===== src/cic_pkg.sv =====
package cic_pkg;

    // ----------------------------------------------------------------
    // timing and layout constants
    // ----------------------------------------------------------------
    localparam int unsigned     UNDEF_CYCLES    = 4;
    localparam logic [2:0]      UNDEF_LAST      = 3'h3;
    localparam logic [31:0]     PC_STORE_OFFSET = 32'h0000_0008;
    localparam logic [31:0]     UNDEF_VECTOR    = 32'h0000_0004;
    localparam logic [3:0]      PREFETCH_DEPTH  = 4'hC;
    localparam logic [3:0]      PROGRAM_COUNTER_REG = 4'hF;
    localparam logic [1:0]      PENALTY_NONE    = 2'h0;
    localparam logic [1:0]      PENALTY_NORMAL  = 2'h1;
    localparam logic [1:0]      PENALTY_LATE    = 2'h2;
    // barrier encoding: software interrupt with this immediate (arbitrary)
    localparam logic [23:0]     BARRIER_IMM     = 24'hF0_0000;
    localparam logic [3:0]      COND_NEVER      = 4'hF;
    localparam logic [2:0]      CLASS_MEDIA     = 3'h3;
    localparam logic [3:0]      CLASS_SWI       = 4'hF;
    localparam logic [3:0]      CLASS_CP_REG    = 4'hE;

    // ----------------------------------------------------------------
    // types
    // ----------------------------------------------------------------
    typedef enum logic [1:0] {
        CIC_RUN   = 2'b00,
        CIC_STALL = 2'b01,
        CIC_TRAP  = 2'b10
    } cic_state_e;

    // instruction offered by the fetch side
    typedef struct packed {
        logic        valid;
        logic [31:0] instr;
        logic [31:0] pc;
    } cic_dec_s;

    // requests toward memory
    typedef struct packed {
        logic [31:0] addr;
        logic        addr_ask;
        logic        read_ask_data;
        logic        read_ask_instr_core;
        logic        read_ask_instr_prefetch;
        logic        privileged;
        logic        narrow_addr_mode_flag;
    } cic_mreq_s;

    // responses from memory
    typedef struct packed {
        logic        addr_reply;
        logic        read_reply;
        logic        data_side_used_up;
        logic        instr_side_used_up;
    } cic_mrsp_s;

endpackage : cic_pkg


===== src/cic_core_ctl.sv =====
`timescale 1ns/1ps

module cic_core_ctl (
    // clock and reset
    input  wire logic               i_mclk,
    input  wire logic               i_rst_n,
    // decode stage
    input  wire cic_pkg::cic_dec_s  i_dec,
    output logic                    o_dec_ready,
    // register file values for execute
    input  wire logic [31:0]        i_base_val,
    input  wire logic [1:0]         i_ea_lo,
    input  wire logic               i_st_beat,
    input  wire logic [3:0]         i_st_reg,
    input  wire logic [31:0]        i_st_val,
    input  wire logic               i_data_abort,
    // memory interface
    input  wire cic_pkg::cic_mreq_s i_req,
    input  wire cic_pkg::cic_mrsp_s i_rsp,
    input  wire logic               i_confirm,
    output cic_pkg::cic_mreq_s      o_req,
    output cic_pkg::cic_mrsp_s      o_rsp,
    // prefetch occupancy
    input  wire logic               i_pf_push,
    input  wire logic               i_pf_pop,
    output logic                    o_pf_ready,
    output logic                    o_pf_flush,
    // execute side results
    output logic                    o_interlock,
    output logic                    o_undef_take,
    output logic [31:0]             o_undef_vector,
    output logic [31:0]             o_store_data,
    output logic                    o_store_valid,
    output logic                    o_base_restore,
    output logic [3:0]              o_base_reg,
    output logic [31:0]             o_base_val,
    output logic                    o_no_defined_result
);

    // ----------------------------------------------------------------
    // reset synchroniser
    // ----------------------------------------------------------------
    logic rst_meta_n;
    logic rst_n;

    always_ff @(posedge i_mclk or negedge i_rst_n) begin
        if (!i_rst_n) begin
            rst_meta_n <= 1'b0;
            rst_n      <= 1'b0;
        end else begin
            rst_meta_n <= 1'b1;
            rst_n      <= rst_meta_n;
        end
    end

    // ----------------------------------------------------------------
    // decode classification
    // ----------------------------------------------------------------
    logic [31:0] ins;
    logic [3:0]  f_rn;
    logic [3:0]  f_rm;
    logic [3:0]  f_rs;
    logic [3:0]  f_rd;
    logic        is_xfer;
    logic        is_load;
    logic        is_store;
    logic        is_regshift;
    logic        is_undef;
    logic        is_barrier;
    logic        is_cp_move;
    logic        bad_encoding;

    assign ins         = i_dec.instr;
    assign f_rn        = ins[19:16];
    assign f_rm        = ins[3:0];
    assign f_rs        = ins[11:8];
    assign f_rd        = ins[15:12];
    assign is_xfer     = (ins[27:26] == 2'b01) && !is_undef;
    assign is_load     = is_xfer && ins[20];
    assign is_store    = is_xfer && !ins[20];
    assign is_regshift = (ins[27:25] == 3'b000) && ins[4] && !ins[7];
    assign is_cp_move  = (ins[27:24] == cic_pkg::CLASS_CP_REG) && ins[4] && !ins[20];
    // unallocated space never aliases onto a load or store
    assign is_undef    = (ins[31:28] == cic_pkg::COND_NEVER)
                       || ((ins[27:25] == cic_pkg::CLASS_MEDIA) && ins[4]);
    assign is_barrier  = (ins[27:24] == cic_pkg::CLASS_SWI)
                       && (ins[23:0] == cic_pkg::BARRIER_IMM);
    // encodings whose result is left undefined are flagged, not trapped
    assign bad_encoding = (is_regshift && ((f_rn == cic_pkg::PROGRAM_COUNTER_REG)
                            || (f_rm == cic_pkg::PROGRAM_COUNTER_REG)))
                        || (is_cp_move && (f_rd == cic_pkg::PROGRAM_COUNTER_REG))
                        || (is_load && (!ins[24] || ins[21]) && (f_rd == f_rn));

    // ----------------------------------------------------------------
    // load-use hazard against the two older instructions
    // ----------------------------------------------------------------
    logic        ex_load;
    logic        ex_late;
    logic [3:0]  ex_rd;
    logic        mem_load;
    logic        mem_late;
    logic [3:0]  mem_rd;
    logic [31:0] ex_pc;
    logic        ex_xfer_pc;
    logic [1:0]  penalty;

    // address operands are needed early, store data only late
    function automatic logic reads_early(input logic [31:0] w, input logic [3:0] r);
        reads_early = (w[19:16] == r) || (w[3:0] == r)
                    || ((w[27:25] == 3'b000) && w[4] && (w[11:8] == r));
    endfunction : reads_early

    always_comb begin
        penalty = cic_pkg::PENALTY_NONE;
        if (i_dec.valid && !is_undef) begin
            if (mem_load && mem_late && reads_early(ins, mem_rd))
                penalty = cic_pkg::PENALTY_NORMAL;
            if (ex_load && reads_early(ins, ex_rd))
                penalty = ex_late ? cic_pkg::PENALTY_LATE
                                  : cic_pkg::PENALTY_NORMAL;
            else if (ex_load && is_store && (f_rd == ex_rd) && ex_late)
                penalty = cic_pkg::PENALTY_NORMAL;
        end
    end

    // ----------------------------------------------------------------
    // pipeline control state machine
    // ----------------------------------------------------------------
    cic_pkg::cic_state_e state;
    cic_pkg::cic_state_e next_state;
    logic [2:0]  cnt;
    logic        advance;

    // confirm stretches the cycle: decode is not taken until it drops
    assign advance     = (state == cic_pkg::CIC_RUN) && i_dec.valid && !i_confirm
                       && (penalty == cic_pkg::PENALTY_NONE);
    assign o_dec_ready = advance;

    always_comb begin
        next_state = state;
        unique case (state)
            cic_pkg::CIC_RUN: begin
                if (i_dec.valid && !i_confirm && is_undef)
                    next_state = cic_pkg::CIC_TRAP;
                else if (i_dec.valid && !i_confirm && penalty != cic_pkg::PENALTY_NONE)
                    next_state = cic_pkg::CIC_STALL;
            end
            cic_pkg::CIC_STALL: begin
                if (cnt == 3'h0)
                    next_state = cic_pkg::CIC_RUN;
            end
            cic_pkg::CIC_TRAP: begin
                if (cnt == cic_pkg::UNDEF_LAST)
                    next_state = cic_pkg::CIC_RUN;
            end
            default: next_state = cic_pkg::CIC_RUN;
        endcase
    end

    always_ff @(posedge i_mclk or negedge rst_n) begin
        if (!rst_n) begin
            state <= cic_pkg::CIC_RUN;
            cnt   <= 3'h0;
        end else begin
            state <= next_state;
            if (state == cic_pkg::CIC_RUN)
                cnt <= (is_undef ? 3'h0 : {1'b0, penalty} - 3'h1);
            else if (state == cic_pkg::CIC_TRAP)
                cnt <= cnt + 3'h1;
            else
                cnt <= cnt - 3'h1;
        end
    end

    // execute repeats while held; flag seen by the coprocessor
    always_ff @(posedge i_mclk or negedge rst_n) begin
        if (!rst_n)
            o_interlock <= 1'b0;
        else
            o_interlock <= (next_state == cic_pkg::CIC_STALL);
    end

    // trap entry after its fixed cost
    always_ff @(posedge i_mclk or negedge rst_n) begin
        if (!rst_n) begin
            o_undef_take   <= 1'b0;
            o_undef_vector <= 32'h0000_0000;
        end else begin
            o_undef_take   <= (state == cic_pkg::CIC_TRAP)
                            && (cnt == cic_pkg::UNDEF_LAST);
            o_undef_vector <= cic_pkg::UNDEF_VECTOR;
        end
    end

    // ----------------------------------------------------------------
    // execute and memory stage tracking
    // ----------------------------------------------------------------
    always_ff @(posedge i_mclk or negedge rst_n) begin
        if (!rst_n) begin
            ex_load    <= 1'b0;
            ex_late    <= 1'b0;
            ex_rd      <= 4'h0;
            ex_pc      <= 32'h0000_0000;
            ex_xfer_pc <= 1'b0;
            mem_load   <= 1'b0;
            mem_late   <= 1'b0;
            mem_rd     <= 4'h0;
            o_base_reg <= 4'h0;
            o_base_val <= 32'h0000_0000;
        end else if (advance) begin
            ex_load    <= is_load;
            ex_late    <= is_load && ins[22];
            ex_rd      <= f_rd;
            ex_pc      <= i_dec.pc;
            ex_xfer_pc <= is_xfer && (f_rd == cic_pkg::PROGRAM_COUNTER_REG);
            mem_load   <= ex_load;
            mem_late   <= ex_late;
            mem_rd     <= ex_rd;
            o_base_reg <= f_rn;       // base as it stood before the access
            o_base_val <= i_base_val;
        end else if (!i_confirm) begin
            // a bubble moves down while execute repeats
            mem_load   <= ex_load;
            mem_late   <= ex_late;
            mem_rd     <= ex_rd;
            ex_load    <= 1'b0;
            ex_late    <= 1'b0;
        end
    end

    // stored pc value is the store's own address plus 8
    always_ff @(posedge i_mclk or negedge rst_n) begin
        if (!rst_n) begin
            o_store_data  <= 32'h0000_0000;
            o_store_valid <= 1'b0;
        end else begin
            o_store_valid <= i_st_beat;
            if (i_st_beat)
                o_store_data <= (i_st_reg == cic_pkg::PROGRAM_COUNTER_REG)
                              ? ex_pc + cic_pkg::PC_STORE_OFFSET
                              : i_st_val;
        end
    end

    // abort restore and undefined-result flag
    always_ff @(posedge i_mclk or negedge rst_n) begin
        if (!rst_n) begin
            o_base_restore      <= 1'b0;
            o_no_defined_result <= 1'b0;
        end else begin
            o_base_restore      <= i_data_abort;
            o_no_defined_result <= (advance && bad_encoding)
                                 || (ex_xfer_pc && (i_ea_lo != 2'b00));
        end
    end

    // ----------------------------------------------------------------
    // memory requests and responses
    // ----------------------------------------------------------------
    cic_pkg::cic_mreq_s req_q;

    always_ff @(posedge i_mclk or negedge rst_n) begin
        if (!rst_n) begin
            req_q <= '0;
            o_rsp <= '0;
        end else begin
            req_q <= i_req;
            if (!i_confirm)
                o_rsp <= i_rsp;
        end
    end

    // requests only fall as replies arrive, so they stay monotonic
    always_comb begin
        o_req = req_q;
        if (i_confirm) begin
            o_req.addr_ask                = req_q.addr_ask && !i_rsp.addr_reply;
            o_req.read_ask_data           = req_q.read_ask_data
                                          && !i_rsp.data_side_used_up;
            o_req.read_ask_instr_prefetch = req_q.read_ask_instr_prefetch
                                          && !i_rsp.instr_side_used_up;
        end
    end

    // ----------------------------------------------------------------
    // prefetch occupancy; data stores never flush it
    // ----------------------------------------------------------------
    logic [3:0] pf_cnt;

    assign o_pf_ready = (pf_cnt != cic_pkg::PREFETCH_DEPTH);

    always_ff @(posedge i_mclk or negedge rst_n) begin
        if (!rst_n) begin
            pf_cnt     <= 4'h0;
            o_pf_flush <= 1'b0;
        end else begin
            o_pf_flush <= advance && is_barrier;
            if (advance && is_barrier)
                pf_cnt <= 4'h0;
            else if ((i_pf_push && o_pf_ready) && !(i_pf_pop && pf_cnt != 4'h0))
                pf_cnt <= pf_cnt + 4'h1;
            else if (!(i_pf_push && o_pf_ready) && (i_pf_pop && pf_cnt != 4'h0))
                pf_cnt <= pf_cnt - 4'h1;
        end
    end

endmodule : cic_core_ctl


===== config.mk =====
export PLATFORM = sky130hd
export DESIGN_NAME = cic_core_ctl
export DESIGN_NICKNAME = d
export VERILOG_FILES = /design/src/cic_pkg.sv /design/src/cic_core_ctl.sv
export SDC_FILE = /design/constraint.sdc
export NUM_CORES = 1
export LEC_CHECK = 0
export BUFFER_PORTS_ARGS = -buffer_cell sky130_fd_sc_hd__buf_2
export CORE_ASPECT_RATIO = 1.4
export CORE_MARGIN = 2
export CORE_UTILIZATION = 35
export CTS_CLUSTER_DIAMETER = 80
export DETAILED_ROUTE_END_ITERATION = 6
export PLACE_DENSITY = 0.68
export SYNTH_ARGS = -nofsm -noshare
export SYNTH_HDL_FRONTEND = slang
export SYNTH_SLANG_ARGS = --single-unit

===== constraint.sdc =====
create_clock -name i_mclk -period 9.7 [get_ports i_mclk]
set_input_delay 1.94 -clock i_mclk [delete_from_list [all_inputs] [get_ports i_mclk]]
set_output_delay 1.94 -clock i_mclk [all_outputs]
set_load 0.01 [all_outputs]

==> reports/results.txt, run 1 <==
setup TNS: 0 ns
layout-stage area growth over the synthesis result: 23.81%
number of flops mapped to enable cells by yosys: 0
Switch Pwr: 764.0 uW
number of sinks on the clock net: 173
Gate power share: 25.7%
Worst Path Buf+Inv: 3
leak pwr: 5.191 nW
switching share of power: 33.58%
kind of cell adding the most delay to the critical path: simple AND/OR/NAND/NOR gates
DRC errors left: 0
worst path required time: 7.76 ns
cell at the root of the clock tree: sky130_fd_sc_hd__clkbuf_16
total of hold buffers inserted after clock tree synthesis: 0
Vert. Die Dim: 184.7 microns
outcome: completed
placeable core region: 0.02304 sq mm
FFs w/ async S/R, synth: 100.0%
Die Footprint: 0.02457 sq mm
Max FO, Critical Path: 4
global-route wire length before repair: 33290 microns
top-level port count: 334
per-cell via count in the routed design: 4.646
DP HPWL: 15670 microns
share of Yosys cell area claimed by the top area cell type: 53.05%
Num CTS Buffers: 17
final worst path period need: 5.891 ns
most used cell along the critical path: sky130_fd_sc_hd__buf_2
setup bufs post-CTS: 0
via count: 6611
gate count after technology mapping: 855
final count of negative-setup-slack endpoints: 0
number of hold-slack violations in the final timing report: 0
pin count of the biggest net entering global routing: 78
count of warnings emitted by yosys: 0
count of final max-slew check failures: 0
starting DRC count in detailed routing: 288
CP max stage cell: sky130_fd_sc_hd__or4b_4
start-to-end type of the worst setup path: in2out
maximum clock frequency: 169.8 MHz
First-pass DRT Iterations: 4
clock latency of the later-clocked register in the worst-skew pair: 0.43 ns
transition time of the tightest slew-check pin: 0.9670 ns
peak supply drop: 0.1637 mV
synthesized flop and latch total: 173
fraction of final layout cells with drive strength greater than 1: 32.71%
initial cell density of the core: 35.42%
number of standard-cell rows in the floorplan: 66
average routed wire per standard cell: 14.88 microns
number of buffers added on ports: 302
global route overflow: 0
post-detailed-routing wire length: 21170 microns
top flip-flop cell by instance count after synthesis: sky130_fd_sc_hd__dfrtp_1
final worst-path setup slack: 3.809 ns
part of the cycle the worst path needs: 60.73%
synthesized area divided by synthesized cell count: 9.544 sq um
clock-pin slew of the registers on the worst-case setup and hold paths: 0.06 ns
cell taking the most area after synthesis: sky130_fd_sc_hd__dfrtp_1
post-route clock skew: 0.007439 ns
number of antenna violations at the first check in global routing: 3
post-route antenna net violation count: 0
max FFs per register: 35
all-layer global routing usage: 17.31%
data arrival at the endpoint of the critical path: 3.95 ns
number of nets in the layout: 1294
RePlAce Congestion: 0.8748
critical path startpoint category: primary input
CTS tree: built
unrepaired setup endpoints after global routing: no
relative slew slack: 35.54%
dominant cells by area after synthesis: sky130_fd_sc_hd__dfrtp_1, sky130_fd_sc_hd__nand2_1, sky130_fd_sc_hd__buf_4, sky130_fd_sc_hd__xnor2_1, sky130_fd_sc_hd__mux2_2
number of global-route vias before repair: 6436
Seq/Total Area, Yosys: 53.05%
# H-tree levels: 4
power per cell area: 225.2 mW/mm^2
slowest stage delay, CP: 0.55 ns
clock power share: 28.5%
post-cts gate resize count: 0
cell-by-cell listing of the critical path: buf_2 -> or4b_4 -> nor3_1 -> nand3_1 -> a31oi_1 -> a211o_2 -> nand4b_1 -> ha_1 -> nand4b_4 -> inv_2 -> buf_2
WHS: 0.3572 ns
count of different cell masters after synthesis: 54
Total Power Consumption: 2.275 mW
Worst Setup End Kind: primary output
Die W: 133.1 microns
Max Buffers Root-to-Sink: 2
worst setup slack before clock tree synthesis: 3.815 ns
classification of the worst-slack hold path: reg2reg
Max-cap violations: 0
internal power of the cells: 1.511 mW
combined area of all synthesized cells: 0.008160 sq mm
relative contribution of sequential cells to total power: 45.8%
[logic make-up after synthesis]
logic type | count (synthesis) | share of synthesized area (%)
other | 2 | 0.09203
buffers and inverters | 130 | 9.322
muxes | 21 | 2.867
adders and majority gates | 7 | 1.257
AOI/OAI and AO/OA | 89 | 6.670
DFF | 173 | 53.05
and+or+nand+nor | 371 | 20.09
xor gates and xnor gates | 62 | 6.654
[cells in the mapped netlist (2+ instances only)]
cell type / count
sky130_fd_sc_hd__or3_1: 2
sky130_fd_sc_hd__mux2_2: 19
sky130_fd_sc_hd__xnor2_1: 44
sky130_fd_sc_hd__dfrtp_1: 173
sky130_fd_sc_hd__xor2_1: 18
sky130_fd_sc_hd__buf_1: 2
sky130_fd_sc_hd__a31oi_1: 7
sky130_fd_sc_hd__inv_1: 20
sky130_fd_sc_hd__o221ai_1: 4
sky130_fd_sc_hd__a211oi_1: 3
sky130_fd_sc_hd__o22ai_1: 17
sky130_fd_sc_hd__nand3b_1: 2
sky130_fd_sc_hd__and2_1: 2
sky130_fd_sc_hd__fa_1: 2
sky130_fd_sc_hd__nand2_1: 251
sky130_fd_sc_hd__buf_2: 20
sky130_fd_sc_hd__conb_1: 2
sky130_fd_sc_hd__and3_1: 12
sky130_fd_sc_hd__buf_4: 66
sky130_fd_sc_hd__a21boi_0: 3
sky130_fd_sc_hd__nor2_1: 35
sky130_fd_sc_hd__nand2b_1: 2
sky130_fd_sc_hd__nor4_1: 7
sky130_fd_sc_hd__a21oi_1: 13
sky130_fd_sc_hd__nor3_1: 6
sky130_fd_sc_hd__nand3_1: 18
sky130_fd_sc_hd__and4_1: 6
sky130_fd_sc_hd__mux2i_1: 2
sky130_fd_sc_hd__ha_1: 5
sky130_fd_sc_hd__clkbuf_1: 21
sky130_fd_sc_hd__o21ai_0: 31
sky130_fd_sc_hd__nand4_1: 18
[through the flow]
step | std cells | util [%] | cell area, sq um
4_1_cts | 1422 | 43.84 | 10100
6_report | 1423 | 43.85 | 10100
3_5_place_dp | 1390 | 41.40 | 9539
3_3_place_gp | 1390 | 41.40 | 9539
5_1_grt | 1422 | 43.84 | 10100
2_1_floorplan | 886 | - | 8277
[area by class of cell]
class	count	area, sq um
diodes	1	2.502
clock buffers	25	505.5
clock inverters	7	56.30
fillers	2264	12940
inverters	21	78.83
multi-input cells	583	3196
flip-flops and latches	173	4333
well taps	306	382.9
repair buffers	307	1549
[final timing paths]
kind                                 startpoint                    end  slack (ns)  depth (start not counted)
min in group asynchronous       rst_n$_DFF_PN0_   o_rsp[0]$_DFFE_PN0N_        0.40                          0
min reg2reg                rst_meta_n$_DFF_PN0_        rst_n$_DFF_PN0_        0.36                          0
max                                   i_dec[58]            o_dec_ready        3.81                         11
max reg2reg                ex_rd[1]$_DFFE_PN0P_  pf_cnt[3]$_DFFE_PN0P_        6.61                         12
max in group asynchronous       rst_n$_DFF_PN0_     state[1]$_DFF_PN0_        8.01                          1
min                        rst_meta_n$_DFF_PN0_        rst_n$_DFF_PN0_        0.36                          0
[layout by cell type, fill, tap and decap left out, types with 18 or more instances in the layout]
| cell | n |
|---|---|
| sky130_fd_sc_hd__xnor2_1 | 44 |
| sky130_fd_sc_hd__conb_1 | 33 |
| sky130_fd_sc_hd__nand2_1 | 251 |
| sky130_fd_sc_hd__nand4_1 | 18 |
| sky130_fd_sc_hd__xor2_1 | 18 |
| sky130_fd_sc_hd__dfrtp_1 | 172 |
| sky130_fd_sc_hd__o21ai_0 | 31 |
| sky130_fd_sc_hd__inv_1 | 20 |
| sky130_fd_sc_hd__buf_2 | 302 |
| sky130_fd_sc_hd__nor2_1 | 35 |
| sky130_fd_sc_hd__nand3_1 | 18 |
| sky130_fd_sc_hd__mux2_2 | 19 |
[per-layer routing]
layer	part of all wire [%]	GRT usage, %	up-vias
met2	51	30.09	230
met4	2.2	6.796	4
met1	41	20.27	3136
met3	5.8	4.758	36
met5	0.13	0	-
li1	-	-	3205
[power groups by stage]
stage               Clock [mW]  Combinational (mW)  Sequential (mW)
floorplan                    0               0.388             1.04
global placement             0               0.576             1.05
detailed placement           0               0.591             1.05
CTS                      0.672               0.592             1.04
global route             0.701               0.658             1.07
finish                   0.649               0.584             1.04
(Power assumes the default switching activity.)
==> inputs of run 2 (changes only) <==
--- a/config.mk
+++ b/config.mk
@@ -11,7 +11,7 @@
 export CORE_UTILIZATION = 35
 export CTS_CLUSTER_DIAMETER = 80
 export DETAILED_ROUTE_END_ITERATION = 6
-export PLACE_DENSITY = 0.68
+export PLACE_DENSITY = 0.71
 export SYNTH_ARGS = -nofsm -noshare
 export SYNTH_HDL_FRONTEND = slang
 export SYNTH_SLANG_ARGS = --single-unit
==> constraint.sdc (replaced) <==
create_clock -name i_mclk -period 5.3 [get_ports i_mclk]
set_input_delay 1.06 -clock i_mclk [delete_from_list [all_inputs] [get_ports i_mclk]]
set_output_delay 1.06 -clock i_mclk [all_outputs]
set_load 0.01 [all_outputs]
==> run 2 against run 1 <==
Total power up 83%. Setup slack worse by 2.6 ns. Clock power up 82%. Non-clock buffer count unchanged. Final area down 0.25%. Die area unchanged. Critical path depth unchanged. Cell count down 0.21%. Hold slack worse by 0.0054 ns. Routed wire length up 2.3%. Via count up 0.94%. Global-route usage up 0.35 points. Largest cell class unchanged. Largest power group unchanged. Highest routed layer unchanged.
==> reports/results.txt, run 2 (synthesized netlist as in run 1, its figures left out) <==
classification of the worst-slack hold path: reg2reg
post-route clock skew: 0.009256 ns (+0.001817 ns)
# H-tree levels: 4 (unchanged)
starting DRC count in detailed routing: 238 (-17%)
setup TNS: 0 ns (unchanged)
leading cell type in the layout, fill and taps excluded: sky130_fd_sc_hd__buf_2
Die W: 133.1 microns (unchanged)
leak pwr: 5.182 nW (-0.16%)
critical path startpoint category: primary input
final non-filler cell area: 0.01008 sq mm (-0.25%)
final count of negative-setup-slack endpoints: 0 (unchanged)
relative slew slack: 36.34% (+0.80 points)
DP HPWL: 16160 microns (+3.1%)
via count: 6673 (+0.94%)
unrepaired setup endpoints after global routing: no
Total Power Consumption: 4.154 mW (+83%)
Worst Setup End Kind: primary output
outcome: completed
Max Buffers Root-to-Sink: 2 (unchanged)
maximum clock frequency: 243.9 MHz
number of sinks on the clock net: 173 (unchanged)
First-pass DRT Iterations: 4 (unchanged)
setup bufs post-CTS: 0 (unchanged)
global route overflow: 0 (unchanged)
count of final max-slew check failures: 0 (unchanged)
global-route wire length before repair: 34040 microns (+2.3%)
number of buffers added on ports: 302 (unchanged)
Num CTS Buffers: 17 (unchanged)
number of hold-slack violations in the final timing report: 0 (unchanged)
per-cell via count in the routed design: 4.699 (+1.2%)
initial cell density of the core: 35.42% (unchanged)
cell at the root of the clock tree: sky130_fd_sc_hd__clkbuf_16
number of standard-cell rows in the floorplan: 66 (unchanged)
fraction of final layout cells with drive strength greater than 1: 32.46% (-0.24 points)
DRC errors left: 0 (unchanged)
post-detailed-routing wire length: 21650 microns (+2.3%)
clock-pin slew of the registers on the worst-case setup and hold paths: 0.06 ns (about the same)
number of antenna violations at the first check in global routing: 3 (unchanged)
max FFs per register: 35 (unchanged)
post-cts gate resize count: 0 (unchanged)
start-to-end type of the worst setup path: in2out
top-level port count: 334 (unchanged)
Core Util, Final: 43.74% (-0.11 points)
total of hold buffers inserted after clock tree synthesis: 0 (unchanged)
Vert. Die Dim: 184.7 microns (unchanged)
power per cell area: 412.2 mW/mm^2 (+83%)
Fillers: 2242 (-0.97%)
all-layer global routing usage: 17.66% (+0.35 points)
most frequent cells in the layout: sky130_fd_sc_hd__buf_2, sky130_fd_sc_hd__nand2_1, sky130_fd_sc_hd__dfrtp_1
RePlAce Congestion: 0.8537 (-2.4%)
data arrival at the endpoint of the critical path: 3.04 ns (-0.91 ns)
Placed Instance Area: 0.009539 sq mm (unchanged)
placeable core region: 0.02304 sq mm (unchanged)
part of the cycle the worst path needs: 77.35%
Max-cap violations: 0 (unchanged)
number of global-route vias before repair: 6675 (+3.7%)
post-route antenna net violation count: 0 (unchanged)
peak supply drop: 0.2668 mV (+63%)
CTS tree: built
pin count of the biggest net entering global routing: 78 (unchanged)
number of nets in the layout: 1294 (unchanged)
transition time of the tightest slew-check pin: 0.9549 ns (-0.01203 ns)
clock latency of the later-clocked register in the worst-skew pair: 0.43 ns (about the same)
layout-stage area growth over the synthesis result: 23.50%
Max FO, Critical Path: 4 (unchanged)
worst path required time: 4.24 ns (-3.52 ns)
final worst path period need: 4.099 ns
Die Footprint: 0.02457 sq mm (unchanged)
average routed wire per standard cell: 15.25 microns (+2.5%)
-- run 2: layer usage --
metal  track usage [%]  wire length (microns)  up-vias
li1                  -                      -     3209
met1             20.48                   8581     3178
met2             30.74                  11070      233
met3             3.850                   1215       51
met4             8.903                    766        2
met5                 0                     16        -
-- run 2: per-stage QoR --
step                      setup WS [ns]  instances  hold slack, ns
after floorplan                  0.1225        886          0.3312
after global placement            1.179       1390          0.3402
after detailed placement          1.120       1390          0.3404
after CTS                         1.199       1418          0.3549
after global routing              1.092       1419          0.3729
final                             1.201       1420          0.3518
-- run 2: area by class of cell --
class | count | area, sq um | area share, %
multi-input combinational | 583 | 3196 | 31.71
timing repair buffer | 307 | 1549 | 15.37
clock inverter | 8 | 97.59 | 0.9683
antenna | 2 | 5.005 | 0.04966
sequential | 173 | 4333 | 42.99
tap | 306 | 382.9 | 3.799
inverter | 21 | 78.83 | 0.7821
clock buffer | 20 | 436.7 | 4.333
-- run 2: final timing paths --
check / startpoint / endpoint / slack [ns] / depth (start not counted)
worst min register to register: rst_meta_n$_DFF_PN0_ / rst_n$_DFF_PN0_ / 0.35 / 0
worst max register to register: ex_rd[1]$_DFFE_PN0P_ / pf_cnt[3]$_DFFE_PN0P_ / 2.20 / 12
min in group asynchronous: rst_n$_DFF_PN0_ / o_rsp[1]$_DFFE_PN0N_ / 0.39 / 0
max in group asynchronous: rst_n$_DFF_PN0_ / o_store_data[6]$_DFFE_PN0P_ / 3.64 / 1
worst max-delay path: i_dec[58] / o_dec_ready / 1.20 / 11
worst min-delay path: rst_meta_n$_DFF_PN0_ / rst_n$_DFF_PN0_ / 0.35 / 0
-- run 2: worst max-delay path, cell delays in order --
cell                       delay, ns
sky130_fd_sc_hd__buf_2          0.12
sky130_fd_sc_hd__or4b_4         0.55
sky130_fd_sc_hd__nor3_1         0.21
sky130_fd_sc_hd__nand3_1        0.09
sky130_fd_sc_hd__a31oi_1        0.17
sky130_fd_sc_hd__a211o_2        0.14
sky130_fd_sc_hd__nand4b_1       0.13
sky130_fd_sc_hd__ha_1           0.27
sky130_fd_sc_hd__nand4b_4       0.12
sky130_fd_sc_hd__inv_2          0.05
sky130_fd_sc_hd__buf_2          0.13
-- run 2: power by group --
group | total, mW | leakage (nW) | internal, mW | switching (mW)
Sequential | 1.90 | 2.10 | 1.61 | 0.290
Combinational | 1.07 | 2.83 | 0.487 | 0.582
Clock | 1.18 | 0.253 | 0.680 | 0.502
